`config.mk`:
```
export PLATFORM = sky130hd
export DESIGN_NAME = rot_set_exec
export DESIGN_NICKNAME = d
export VERILOG_FILES = /design/src/rot_set_decode.v /design/src/rot_set_exec.v
export VERILOG_INCLUDE_DIRS = /design/src
export SDC_FILE = /design/constraint.sdc
export NUM_CORES = 1
export LEC_CHECK = 0
export ABC_AREA = 1
export BUFFER_PORTS_ARGS = -buffer_cell sky130_fd_sc_hd__buf_2
export CAP_MARGIN = 25
export CORE_MARGIN = 2
export CORE_UTILIZATION = 52
export CTS_BUF_LIST = sky130_fd_sc_hd__clkbuf_2
export CTS_CLUSTER_DIAMETER = 30
export CTS_CLUSTER_SIZE = 40
export DETAILED_ROUTE_END_ITERATION = 10
export GPL_ROUTABILITY_DRIVEN = 0
export PLACE_DENSITY = 0.81
export SYNTH_ARGS = -nofsm -noshare
export SYNTH_HDL_FRONTEND = slang
export SYNTH_SLANG_ARGS = --single-unit
```
`constraint.sdc`:
```
create_clock -name sys_clk -period 1.45 [get_ports sys_clk]
set_input_delay 0.29 -clock sys_clk [delete_from_list [all_inputs] [get_ports sys_clk]]
set_output_delay 0.29 -clock sys_clk [all_outputs]
set_load 0.02 [all_outputs]
```
`src/rot_set_regs.vh`:
```
`ifndef ROT_SET_REGS_VH
`define ROT_SET_REGS_VH

// Opcode patterns
`define ROR_OPC_MSB      15
`define ROR_OPC_LSB      10
`define ROR_OPC          6'h10
`define SET_OPC_MSB      15
`define SET_OPC_LSB      9
`define SET_OPC          7'h34
// Field positions
`define FLD_DEST         9
`define FLD_ACC          8
`define FLD_ADDR_MSB     7
`define FLD_ADDR_LSB     0
// Indexed literal-offset limit
`define IDX_LIMIT        8'h5f
// Values
`define ALL_ONES         8'hff
`define BYTE_RST         8'h00
`define WORD_RST         16'h0000
// Quarter cycle states, one-hot
`define Q1_ST            4'h1
`define Q2_ST            4'h2
`define Q3_ST            4'h4
`define Q4_ST            4'h8
`define Q_CYCLES         2'h3

`endif

```
`src/rot_set_decode.v`:
```
`timescale 1ns/100ps
`include "rot_set_regs.vh"

module rot_set_decode (
    // Instruction
    input  wire [15:0] instr,
    input  wire        ext_set_en,
    // Decoded fields
    output wire        is_rotate,
    output wire        is_set,
    output wire        dest_file,
    output wire        use_bank_reg,
    output wire        indexed_mode,
    output wire [7:0]  file_addr
);
    assign is_rotate    = (instr[`ROR_OPC_MSB:`ROR_OPC_LSB] == `ROR_OPC); // RL1
    assign is_set       = (instr[`SET_OPC_MSB:`SET_OPC_LSB] == `SET_OPC); // RL11
    assign dest_file    = instr[`FLD_DEST]; // RL3
    assign use_bank_reg = instr[`FLD_ACC]; // RL5 RL9
    assign file_addr    = instr[`FLD_ADDR_MSB:`FLD_ADDR_LSB];
    assign indexed_mode = ~instr[`FLD_ACC] & ext_set_en & (file_addr <= `IDX_LIMIT); // RL6
endmodule

```
`src/rot_set_exec.v`:
```
`timescale 1ns/100ps
`include "rot_set_regs.vh"

// Summary of operation
// RL1: The rotate is decoded from the fixed upper pattern, destination bit, access bit and 8-bit address.
// RL2: The rotate moves every bit one place lower and puts the old bit 0 into bit 7, ignoring carry.
// RL3: A destination bit of 0 sends the rotate result to the accumulator, 1 back to the file register.
// RL4: The rotate updates only the negative and zero flags from its result.
// RL5: For the rotate, access bit 0 picks the access bank and 1 picks the bank-select register's bank.
// RL6: Indexed literal-offset addressing applies when access is 0, extended set is on and address is at most 95.
// RL7: Each instruction is one word and finishes in one instruction cycle.
// RL8: The set instruction writes all ones into the addressed file register.
// RL9: For the set, access bit 0 picks the access bank and 1 the general-purpose bank from the bank-select register.
// RL10: Quarters are decode, read, process and write, in that order.
// RL11: The set is decoded from pattern 0110 100, access bit and address, and touches no flag.
module rot_set_exec (
    // Clock and reset
    input  wire        sys_clk,
    input  wire        arst_n,
    // Decoder side
    input  wire        instr_valid,
    input  wire [15:0] instr,
    input  wire        ext_set_en,
    output reg         busy_q,
    output reg         done_q,
    // Register file read
    output reg         rd_en_q,
    output reg  [7:0]  rd_addr_q,
    output reg         rd_bank_sel_q,
    output reg         rd_indexed_q,
    input  wire [7:0]  rd_data,
    // Register file write
    output reg         wr_en_q,
    output reg  [7:0]  wr_addr_q,
    output reg         wr_bank_sel_q,
    output reg         wr_indexed_q,
    output reg  [7:0]  wr_data_q,
    // Accumulator write
    output reg         acc_wr_q,
    output reg  [7:0]  acc_data_q,
    // Status flags
    output reg         flag_wr_q,
    output reg         neg_q,
    output reg         zero_q
);
    wire       dec_rot;
    wire       dec_set;
    wire       dec_dest;
    wire       dec_bank;
    wire       dec_idx;
    wire [7:0] dec_addr;
    // Quarter qualifiers and the rotated byte
    wire       accept;
    wire       in_write;
    wire [7:0] rot_val;

    reg  [3:0] q_state_q;
    reg  [3:0] q_state_d;
    reg        op_rot_q;
    reg        op_set_q;
    reg        dest_q;
    reg  [7:0] result_q;

    // One-hot quarter states
    localparam [3:0] ST_DECODE  = `Q1_ST;
    localparam [3:0] ST_READ    = `Q2_ST;
    localparam [3:0] ST_PROCESS = `Q3_ST;
    localparam [3:0] ST_WRITE   = `Q4_ST;

    rot_set_decode u_dec (
        .instr        (instr),
        .ext_set_en   (ext_set_en),
        .is_rotate    (dec_rot),
        .is_set       (dec_set),
        .dest_file    (dec_dest),
        .use_bank_reg (dec_bank),
        .indexed_mode (dec_idx),
        .file_addr    (dec_addr)
    );

    // Only an idle decode quarter takes a word; a word seen while busy is dropped
    assign accept   = (q_state_q == ST_DECODE) && instr_valid && (dec_rot || dec_set); // RL1 RL11
    assign in_write = (q_state_q == ST_WRITE);
    // Carry is no input here; bit 0 wraps round to bit 7
    assign rot_val  = {result_q[0], result_q[7:1]}; // RL2

    // Four quarters make one instruction cycle
    always @* begin
        case (q_state_q)
            ST_DECODE:  q_state_d = accept ? ST_READ : ST_DECODE; // RL10
            ST_READ:    q_state_d = ST_PROCESS;
            ST_PROCESS: q_state_d = ST_WRITE;
            ST_WRITE:   q_state_d = ST_DECODE; // RL7
            default:    q_state_d = ST_DECODE;
        endcase
    end

    // Quarter register
    always @(posedge sys_clk or negedge arst_n) begin
        if (!arst_n) begin
            q_state_q <= ST_DECODE;
        end else begin
            q_state_q <= q_state_d;
        end
    end

    // Busy from acceptance to the write quarter, done for the cycle after it
    always @(posedge sys_clk or negedge arst_n) begin
        if (!arst_n) begin
            busy_q <= 1'b0;
            done_q <= 1'b0;
        end else begin
            busy_q <= accept || (q_state_q == ST_READ) || (q_state_q == ST_PROCESS); // RL10
            done_q <= in_write; // RL7
        end
    end

    // Operation kind and destination held for the rest of the cycle
    always @(posedge sys_clk or negedge arst_n) begin
        if (!arst_n) begin
            op_rot_q <= 1'b0;
            op_set_q <= 1'b0;
            dest_q   <= 1'b0;
        end else if (accept) begin
            op_rot_q <= dec_rot; // RL1
            op_set_q <= dec_set; // RL11
            // The set has no destination bit and always writes the file
            dest_q   <= dec_rot ? dec_dest : 1'b1; // RL3
        end
    end

    // Read strobe for the read quarter; address and bank hold afterwards
    always @(posedge sys_clk or negedge arst_n) begin
        if (!arst_n) begin
            rd_en_q       <= 1'b0;
            rd_addr_q     <= `BYTE_RST;
            rd_bank_sel_q <= 1'b0;
            rd_indexed_q  <= 1'b0;
        end else begin
            rd_en_q <= accept;
            if (accept) begin
                rd_addr_q     <= dec_addr;
                rd_bank_sel_q <= dec_bank; // RL5 RL9
                rd_indexed_q  <= dec_idx; // RL6
            end
        end
    end

    // Write target is the same file location as the read
    always @(posedge sys_clk or negedge arst_n) begin
        if (!arst_n) begin
            wr_addr_q     <= `BYTE_RST;
            wr_bank_sel_q <= 1'b0;
            wr_indexed_q  <= 1'b0;
        end else begin
            if (accept) begin
                wr_addr_q     <= dec_addr;
                wr_bank_sel_q <= dec_bank; // RL5 RL9
                wr_indexed_q  <= dec_idx; // RL6
            end
        end
    end

    // Working byte: loaded in the read quarter, changed in the process quarter
    always @(posedge sys_clk or negedge arst_n) begin
        if (!arst_n) begin
            result_q <= `BYTE_RST;
        end else begin
            case (q_state_q)
                ST_READ: begin
                    result_q <= rd_data;
                end
                ST_PROCESS: begin
                    if (op_rot_q)
                        result_q <= rot_val; // RL2
                    else if (op_set_q)
                        result_q <= `ALL_ONES; // RL8
                end
                default: begin
                    result_q <= result_q;
                end
            endcase
        end
    end

    // File write in the write quarter
    always @(posedge sys_clk or negedge arst_n) begin
        if (!arst_n) begin
            wr_en_q   <= 1'b0;
            wr_data_q <= `BYTE_RST;
        end else begin
            wr_en_q <= in_write && dest_q; // RL3
            if (in_write && dest_q) begin
                wr_data_q <= result_q; // RL8
            end
        end
    end

    // Accumulator write in the write quarter
    always @(posedge sys_clk or negedge arst_n) begin
        if (!arst_n) begin
            acc_wr_q   <= 1'b0;
            acc_data_q <= `BYTE_RST;
        end else begin
            acc_wr_q <= in_write && !dest_q; // RL3
            if (in_write && !dest_q) begin
                acc_data_q <= result_q;
            end
        end
    end

    // Set leaves every flag alone; only a rotate raises the flag strobe
    always @(posedge sys_clk or negedge arst_n) begin
        if (!arst_n) begin
            flag_wr_q <= 1'b0;
            neg_q     <= 1'b0;
            zero_q    <= 1'b0;
        end else begin
            flag_wr_q <= in_write && op_rot_q; // RL4
            if (in_write && op_rot_q) begin
                neg_q  <= result_q[7]; // RL4
                zero_q <= (result_q == `BYTE_RST); // RL4
            end
        end
    end
endmodule

```
==> results.py, run 1 <==
metrics = {
    "status": {
        "status": "finished, final reports clean",
    },
    "global_routing": {
        "grt_max_degree": 27,
        "grt_pass1_wl_mm": 8.03,
        "grt.overflow.total": 0,
        "grt_use_total": 0.205,
        "grt_pass1_vias": 1825,
        "antenna_found_initial": 0,
    },
    "yosys": {
        "synth_fp_nets": 289,
        "synth.area.mux_share": 0,
        "synth_cells": 261,
        "synthArstFlopShare": 1.00,
        "syn_area_per_cell_um2": 8.64,
        "ys_top_cells_by_area": "dfrtp_1 (53%), nand2_1 (16%), nand3_1 (5.3%)",
        "ys_warn_count": 0,
        "synth.most_common_cell": "nand2_1",
        "synthTopCellsByCount": "nand2_1 (96), dfrtp_1 (48), nand3_1 (24)",
        "synth_flop_cell": "dfrtp_1",
        "ys_ff_latch": 49,
        "synth_fa_ha_area_frac": 0,
        "synth_top_family_by_area": "simple AND/OR/NAND/NOR gates",
        "synth.largest_area_cell": "dfrtp_1",
        "ys_seq_area_frac": 0.544,
        "yosys.area.top_type_share": 0.532,
        "yosysUniqueCellTypes": 23,
        "synth_compound_area_frac": 0.0704,
        "synthXorXnorAreaFrac": 0,
        "syn-cell-area_mm2": 0.00226,
        "synth_simple_gate_area_frac": 0.302,
        "synth_edf_count": 0,
    },
    "setup_path": {
        "crit_required_ns": 1.78,
        "critical_path_arrival_ns": 1.67,
        "path_class": "reg2reg",
        "cp_top_family": "simple AND/OR/NAND/NOR gates",
        "slowest_stage": "dfrtp_1",
        "path_max_fanout": 19,
        "crit_path_end_kind": "register",
        "cpPeakStageDelay_ns": 0.47,
        "worstPathCellList": "nor2_4 > nand3_4 > buf_12 > nor2_8 > nand2_1 > o21a_1",
        "start_kind": "register",
        "cp.buffers_inverters": 1,
    },
    "pwr": {
        "power_frac_comb": 0.175,
        "power_frac_clock": 0.263,
        "power_frac_seq": 0.562,
        "p_int_mw": 1.86,
        "peakVddDrop_mv": 0.670,
        "power_switching_mw": 0.791,
        "powerDensity_mw_per_mm2": 984,
        "sw_frac_of_total": 0.298,
        "power.leakage_nw": 1.67,
    },
    "timing": {
        "rsz0062_at_grt": "no",
        "fin_crit_sh": 0.925,
        "max_freq_mhz": 745,
        "final-hold-violation-count": 0,
        "drv_slew": 0,
        "final-setup-viol-count": 0,
        "skew_ns": 0.0154,
        "worstMarginPinSlew_ns": 0.397,
        "tns_ns": 0,
        "min_period_ns": 1.34,
        "relSlewSlack": 0.735,
    },
    "placement": {
        "port_buffers": 71,
        "hpwl_mm": 3.53,
        "placed_area_mm2": 0.00259,
    },
    "die": {
        "start_util": 0.552,
        "die_h_um": 69.9,
        "die_area_mm2": 0.00488,
        "boundaryPins": 72,
        "rows": 23,
        "die_w_um": 69.9,
        "coreArea_mm2": 0.00409,
    },
    "detailed_routing": {
        "wirelength_mm": 4.69,
        "dr_total_vias": 1882,
        "wire_per_inst_um": 12.3,
        "via_per_inst": 4.94,
        "first_pass_iters": 4,
        "drtIter0Drc": 120,
        "ant_nets": 0,
        "drc": 0,
    },
    "finish": {
        "drive_gt1_frac": 0.296,
        "diodes": 0,
        "syn_to_final_growth_pct": 19.6,
        "finalNetCount": 359,
        "design_area_mm2": 0.00270,
    },
    "clock_network": {
        "cts.sinks": 49,
        "cts-root-buf": "clkbuf_2",
        "cts_max_level": 2,
        "clk_pin_slew_ns": 0.24,
        "numCtsBuffers": 5,
        "cts_buffer_depth": 2,
        "clock_latency_ns": 0.41,
        "cts_tree": "done",
    },
    "hold_path": {
        "hold_path_class": "in2reg",
    },
    "job": {
        "max_cap_viol_count": 0,
    },
}
what timing repair did:
item | CTS | global route
hold buffers | 1 | 0
gates resized for setup | 0 | 3
hold endpoints to repair | 48 | 0
setup buffers | 0 | 1
setup endpoints to repair | 0 | 10
worst paths after layout:
path / start / to / slack, ns / cells after the start
min reg2reg: wr_data_q[1] / wr_data_q[1] / 0.51 / 2
max in group asynchronous: arst_n / q_state_q[0] / 0.81 / 3
min: instr[3] / wr_addr_q[3] / 0.08 / 3
max reg2reg: q_state_q[1] / wr_data_q[7] / 0.11 / 6
max: q_state_q[1] / wr_data_q[7] / 0.11 / 6
min in group asynchronous: arst_n / result_q[7] / 0.35 / 3
cell families (layout without fill, tap and decap cells):
group           count (synthesis)  after routing
simple gates                  152            152
buf+inv                        32            102
flops                          49             49
compound gates                 28             28
cell usage in the layout, fill, tap and decap left out, types with 2 or more instances in the layout:
cell      synthesis  routed
inv_1            14      14
clkbuf_2          0       5
nand2_1          96      96
buf_2             3      71
nor2_1           21      21
o21a_1            3       3
nor2_8            2       2
dfrtp_1          48      48
nor2_4            3       3
o21ai_1           8       8
o21ai_0          14      14
nand3_1          24      24
buf_4            11       6
nand2_4           0       2
tightest hold or removal path, stage by stage:
cell,delay (ns)
buf_2,0.08
nand3_1,0.06
nand2_1,0.06
power by group through the flow:
stage	Combinational (mW)	Clock, mW	Sequential, mW
floorplan	0.277	0	1.56
global placement	0.454	0	1.52
detailed placement	0.464	0	1.52
CTS	0.468	0.716	1.49
global route	0.506	0.758	1.50
finish	0.464	0.698	1.49
through the flow:
step | worst slack [ns] | power, mW | hold WS, ns | instances | utilization
2_1_floorplan | 0.180 | 1.84 | -0.00559 | 261 | -
6_report | 0.108 | 2.65 | 0.0843 | 381 | 0.660
3_5_place_dp | 0.0159 | 1.98 | 0.298 | 372 | 0.635
5_1_grt | 0.0246 | 2.77 | 0.0586 | 381 | 0.660
3_3_place_gp | 0.108 | 1.97 | 0.293 | 372 | 0.635
4_1_cts | 0.00151 | 2.68 | 0.0732 | 380 | 0.652
per-layer routing:
| metal | part of all wire | track usage | vias to the layer above |
|---|---|---|---|
| li1 | - | - | 962 |
| met1 | 0.45 | 0.266 | 863 |
| met2 | 0.48 | 0.341 | 52 |
| met3 | 0.060 | 0.0375 | 5 |
| met4 | 0.010 | 0.0791 | 0 |
| met5 | 0 | 0 | - |
final cells by class:
type	instances	area, um^2
clock buffers	5	25.0
clock inverters	2	35.0
fillers	338	1390
inverters	15	56.3
multi-input cells	180	851
flip-flops and latches	49	1230
well taps	50	62.6
repair buffers	80	442
registers in the layout, summed over array words and instances (netlist names):
register       flops
acc_wr_q           1
busy_q             1
acc_data_q         8
dest_q             1
wr_addr_q          8
wr_indexed_q       1
flag_wr_q          1
done_q             1
wr_bank_sel_q      1
q_state_q          4
zero_q             1
op_rot_q           1
neg_q              1
wr_data_q          8
wr_en_q            1
rd_en_q            1
op_set_q           1
result_q           8
Note: power is estimated with default switching activity, not from simulation.
==> run 2: changes to the inputs <==
MAX_ROUTING_LAYER = met4   (was not set)
==> results.py, run 2 (synthesis results as in run 1) <==
metrics = {
    "timing": {
        "hold-worst-slack_ns": 0.0786,
        "max_freq_mhz": 749,
        "fin_crit_sh": 0.921,
        "tns_ns": 0,
        "worstMarginPinSlew_ns": 0.401,
        "min_period_ns": 1.34,
        "rsz0062_at_grt": "yes",
        "skew_ns": 0.0198,
        "drv_slew": 0,
        "relSlewSlack": 0.732,
        "final-setup-viol-count": 0,
        "final-hold-violation-count": 0,
    },
    "hold_path": {
        "hold_path_class": "in2reg",
    },
    "clock_network": {
        "clk_pin_slew_ns": 0.24,
        "cts_buffer_depth": 2,
        "cts.sinks": 49,
        "cts_max_level": 2,
        "cts_tree": "done",
        "cts-root-buf": "clkbuf_2",
        "clock_latency_ns": 0.42,
        "numCtsBuffers": 5,
    },
    "setup_path": {
        "slowest_stage": "dfrtp_1",
        "crit_required_ns": 1.79,
        "cp.buffers_inverters": 1,
        "critical_path_arrival_ns": 1.67,
        "worstPathCellList": "nor2_4 > nand3_4 > buf_12 > nor2_8 > nand2_1 > o21a_1",
        "crit_path_end_kind": "register",
        "path_class": "reg2reg",
        "cp_top_family": "simple AND/OR/NAND/NOR gates",
        "start_kind": "register",
        "path_max_fanout": 16,
        "cpPeakStageDelay_ns": 0.47,
    },
    "placement": {
        "hpwl_mm": 3.53,
        "port_buffers": 71,
        "dp.cells": 372,
    },
    "finish": {
        "layout_common_cells": "nand2_1 (96), buf_2 (71), dfrtp_1 (48), nand3_1 (24), nor2_1 (21)",
        "diodes": 0,
        "syn_to_final_growth_pct": 19.6,
        "final_common_cell": "nand2_1",
        "fin_cells": 382,
        "fillers": 338,
        "finalNetCount": 360,
        "drive_gt1_frac": 0.298,
    },
    "detailed_routing": {
        "via_per_inst": 4.96,
        "wirelength_mm": 4.75,
        "wire_per_inst_um": 12.4,
        "ant_nets": 0,
        "first_pass_iters": 4,
        "drtIter0Drc": 96,
        "drc": 0,
        "dr_total_vias": 1895,
    },
    "global_routing": {
        "grt_use_total": 0.212,
        "grt_pass1_wl_mm": 8.05,
        "antenna_found_initial": 0,
        "grt_pass1_vias": 1816,
        "grt_max_degree": 27,
        "grt.overflow.total": 0,
    },
    "die": {
        "coreArea_mm2": 0.00409,
        "die_area_mm2": 0.00488,
        "start_util": 0.552,
        "boundaryPins": 72,
        "die_h_um": 69.9,
        "die_w_um": 69.9,
        "rows": 23,
    },
    "pwr": {
        "p_total_mw": 2.65,
        "power_frac_comb": 0.174,
        "powerDensity_mw_per_mm2": 984,
        "power_switching_mw": 0.793,
        "sw_frac_of_total": 0.299,
        "p_int_mw": 1.86,
        "peakVddDrop_mv": 0.670,
        "power.leakage_nw": 1.66,
        "power_frac_seq": 0.562,
        "power_frac_clock": 0.264,
    },
    "job": {
        "max_cap_viol_count": 0,
    },
    "status": {
        "status": "finished, final reports clean",
    },
}
-- run 2: cell count changes in the layout (fill, tap and decap cells not counted) --
cell / change
buf_4: +2
buf_6: -1
nand2_2: +1
nand2_4: -1
-- run 2: final cells by class --
cell class | count | area [um^2] | share of cell area
clock buffers | 5 | 25.0 | 0.00928
clock inverters | 2 | 35.0 | 0.0130
inverters | 15 | 56.3 | 0.0209
multi-input cells | 180 | 846 | 0.314
flip-flops and latches | 49 | 1230 | 0.455
well taps | 50 | 62.6 | 0.0232
repair buffers | 81 | 445 | 0.165
-- run 2: repair_timing --
item,CTS,global route
setup buffers,0,2
hold buffers,1,0
gates resized for setup,0,1
endpoints found under the hold margin,48,0
endpoints found under the setup margin,0,9
-- run 2: worst paths after layout --
check / startpoint / to / slack [ns] / cells past startpoint
max: q_state_q[1] / wr_data_q[7] / 0.11 / 6
min: instr[3] / wr_addr_q[3] / 0.08 / 3
max reg2reg: q_state_q[1] / wr_data_q[7] / 0.11 / 6
min reg2reg: wr_data_q[5] / wr_data_q[5] / 0.51 / 2
max in group asynchronous: arst_n / q_state_q[0] / 0.81 / 3
min in group asynchronous: arst_n / wr_addr_q[7] / 0.35 / 3
-- run 2: stage by stage --
step / instance area (um^2) / util / worst slack [ns]
after floorplan: 2260 / - / 0.180
after global placement: 2590 / 0.635 / 0.108
after detailed placement: 2590 / 0.635 / 0.0159
after CTS: 2670 / 0.652 / 0.00151
after global routing: 2700 / 0.660 / -0.00561
final: 2700 / 0.660 / 0.114
-- run 2: worst register-to-register path, stage by stage, from the launching register on --
cell and delay, ns:
dfrtp_1 0.47, nor2_4 0.21, nand3_4 0.10, buf_12 0.16, nor2_8 0.14, nand2_1 0.08, o21a_1 0.11
-- run 2: power by group through the flow --
stage	Clock [mW]	Sequential (mW)	Combinational [mW]
finish	0.700	1.49	0.463
global route	0.768	1.50	0.503
CTS	0.716	1.49	0.468
detailed placement	0	1.52	0.464
global placement	0	1.52	0.454
floorplan	0	1.56	0.277
-- run 2: per-layer routing --
metal / routed length [um] / global-route usage / up-vias
met2: 2320 / 0.340 / 46
met5: 0 / - / -
met4: 49 / 0.0598 / 0
li1: - / - / 960
met3: 225 / 0.0548 / 5
met1: 2150 / 0.268 / 884
==> run 3: changes to the inputs <==
CORE_UTILIZATION = 53   (was 52)
PLACE_DENSITY = 0.83   (was 0.81)
clock period = 1.54 ns   (was 1.45 ns; I/O delays follow)
==> results.py, run 3 (synthesis results as in run 1) <==
metrics = {
    "clock_network": {
        "clk_pin_slew_ns": 0.23,
        "numCtsBuffers": 5,
        "cts_max_level": 2,
        "clock_latency_ns": 0.43,
        "cts_tree": "done",
        "cts.sinks": 49,
        "cts_buffer_depth": 2,
        "cts-root-buf": "clkbuf_2",
    },
    "timing": {
        "tns_ns": 0,
        "setup_ws_ns": 0.119,
        "relSlewSlack": 0.755,
        "drv_slew": 0,
        "worstMarginPinSlew_ns": 0.368,
        "rsz0062_at_grt": "no",
        "min_period_ns": 1.42,
        "hold-worst-slack_ns": 0.0812,
        "skew_ns": 0.0215,
        "fin_crit_sh": 0.923,
        "max_freq_mhz": 703,
        "final-setup-viol-count": 0,
        "final-hold-violation-count": 0,
    },
    "setup_path": {
        "r2r_cells": 5,
        "timing.rr.start": "q_state_q[1]",
        "reg2reg_to": "acc_data_q[7]",
        "critical_path_arrival_ns": 1.75,
        "r2r_slack_ns": 0.12,
        "path_class": "reg2reg",
        "crit_required_ns": 1.87,
        "crit_path_end_kind": "register",
        "path_max_fanout": 19,
        "start_kind": "register",
    },
    "finish": {
        "finalNetCount": 357,
        "design_area_mm2": 0.00265,
        "syn_to_final_growth_pct": 17.4,
        "diodes": 0,
        "drive_gt1_frac": 0.288,
        "final_common_cell": "nand2_1",
        "layout_common_cells": "nand2_1 (96), buf_2 (71), dfrtp_1 (48), nand3_1 (24), nor2_1 (21)",
    },
    "pwr": {
        "peakVddDrop_mv": 0.382,
        "p_int_mw": 1.59,
        "power_frac_clock": 0.207,
        "power.leakage_nw": 1.62,
        "sw_frac_of_total": 0.315,
        "power_frac_comb": 0.188,
        "p_total_mw": 2.32,
        "powerDensity_mw_per_mm2": 878,
        "power_frac_seq": 0.605,
        "power_switching_mw": 0.733,
    },
    "hold_path": {
        "hold_path.startpoint": "instr[4]",
        "hold_end": "wr_addr_q[4]",
        "hold_path_class": "in2reg",
        "min_path_cells": 3,
    },
    "die": {
        "rows": 23,
        "die_w_um": 69.2,
        "boundaryPins": 72,
        "start_util": 0.556,
        "die_area_mm2": 0.00479,
        "die_h_um": 69.2,
        "coreArea_mm2": 0.00406,
    },
    "detailed_routing": {
        "wirelength_mm": 4.70,
        "ant_nets": 0,
        "first_pass_iters": 4,
        "wire_per_inst_um": 12.4,
        "drtIter0Drc": 140,
        "dr_total_vias": 1869,
        "via_per_inst": 4.92,
        "drc": 0,
    },
    "global_routing": {
        "antenna_found_initial": 0,
        "grt.overflow.total": 0,
        "grt_use_total": 0.214,
        "grt_max_degree": 50,
        "grt_pass1_wl_mm": 8.00,
        "grt_pass1_vias": 1755,
    },
    "placement": {
        "detailedPlace.worstSlack_ns": 0.148,
        "hpwl_mm": 3.41,
        "port_buffers": 71,
        "placed_area_mm2": 0.00260,
    },
    "job": {
        "max_cap_viol_count": 0,
    },
    "status": {
        "status": "finished, final reports clean",
    },
}
==> run 3: cell count changes in the layout (fill, tap and decap cells not counted) <==
cell and change:
nand2_2 +1, nand2_4 -1, bufinv_16 -1, buf_4 -3
clkinv_1 +2
==> run 3: repair_timing <==
item | CTS | global route
endpoints found under the hold margin | 48 | 0
buffers inserted | 0 | 0
resized for setup | 0 | 0
hold buffers | 1 | 0
==> run 3: critical path: stages, from the launching register on <==
cell and delay, ns:
dfrtp_1 0.47, nor2_4 0.18, nand3_4 0.28, nor2_8 0.24, nand2_1 0.07, o21a_1 0.10
==> run 3: worst max-delay path by stage <==
stage / slack, ns / to / depth (start not counted) / from
3_5_place_dp: 0.15 / acc_data_q[7] / 5 / q_state_q[1]
6_report: 0.12 / acc_data_q[7] / 5 / q_state_q[1]
5_1_grt: 0.01 / wr_addr_q[7] / 7 / q_state_q[0]
4_1_cts: 0.12 / acc_data_q[7] / 5 / q_state_q[1]
3_3_place_gp: 0.19 / wr_data_q[7] / 5 / q_state_q[1]
2_1_floorplan: 0.27 / wr_addr_q[2] / 8 / q_state_q[0]
==> run 3: through the flow <==
stage / util / std cells
after detailed placement: 0.641 / 371
after global routing: 0.652 / 380
final: 0.652 / 380
after CTS: 0.652 / 380
after global placement: 0.641 / 371
after floorplan: - / 261
==> run 3: power groups by stage <==
stage	logic, mW	registers (mW)	clock network [mW]
after floorplan	0.261	1.47	0
after global placement	0.429	1.43	0
after detailed placement	0.440	1.43	0
after CTS	0.443	1.40	0.506
after global routing	0.480	1.42	0.559
final	0.437	1.41	0.481
==> run 3: final cells by class <==
| cell class | count | area (um^2) |
|---|---|---|
| Fill cell | 363 | 1410 |
| Sequential cell | 49 | 1230 |
| Multi-Input combinational cell | 180 | 841 |
| Timing Repair Buffer | 78 | 423 |
| Tap cell | 50 | 62.6 |
| Inverter | 15 | 56.3 |
| Clock buffer | 5 | 25.0 |
| Clock inverter | 3 | 12.5 |
==> run 3: layer usage <==
layer  track usage  vias up  part of all wire
met5             -        -                 0
met4        0.0871        0             0.015
met3        0.0451        7             0.052
met2         0.342       53              0.48
met1         0.267      856              0.45
li1              -      953                 -
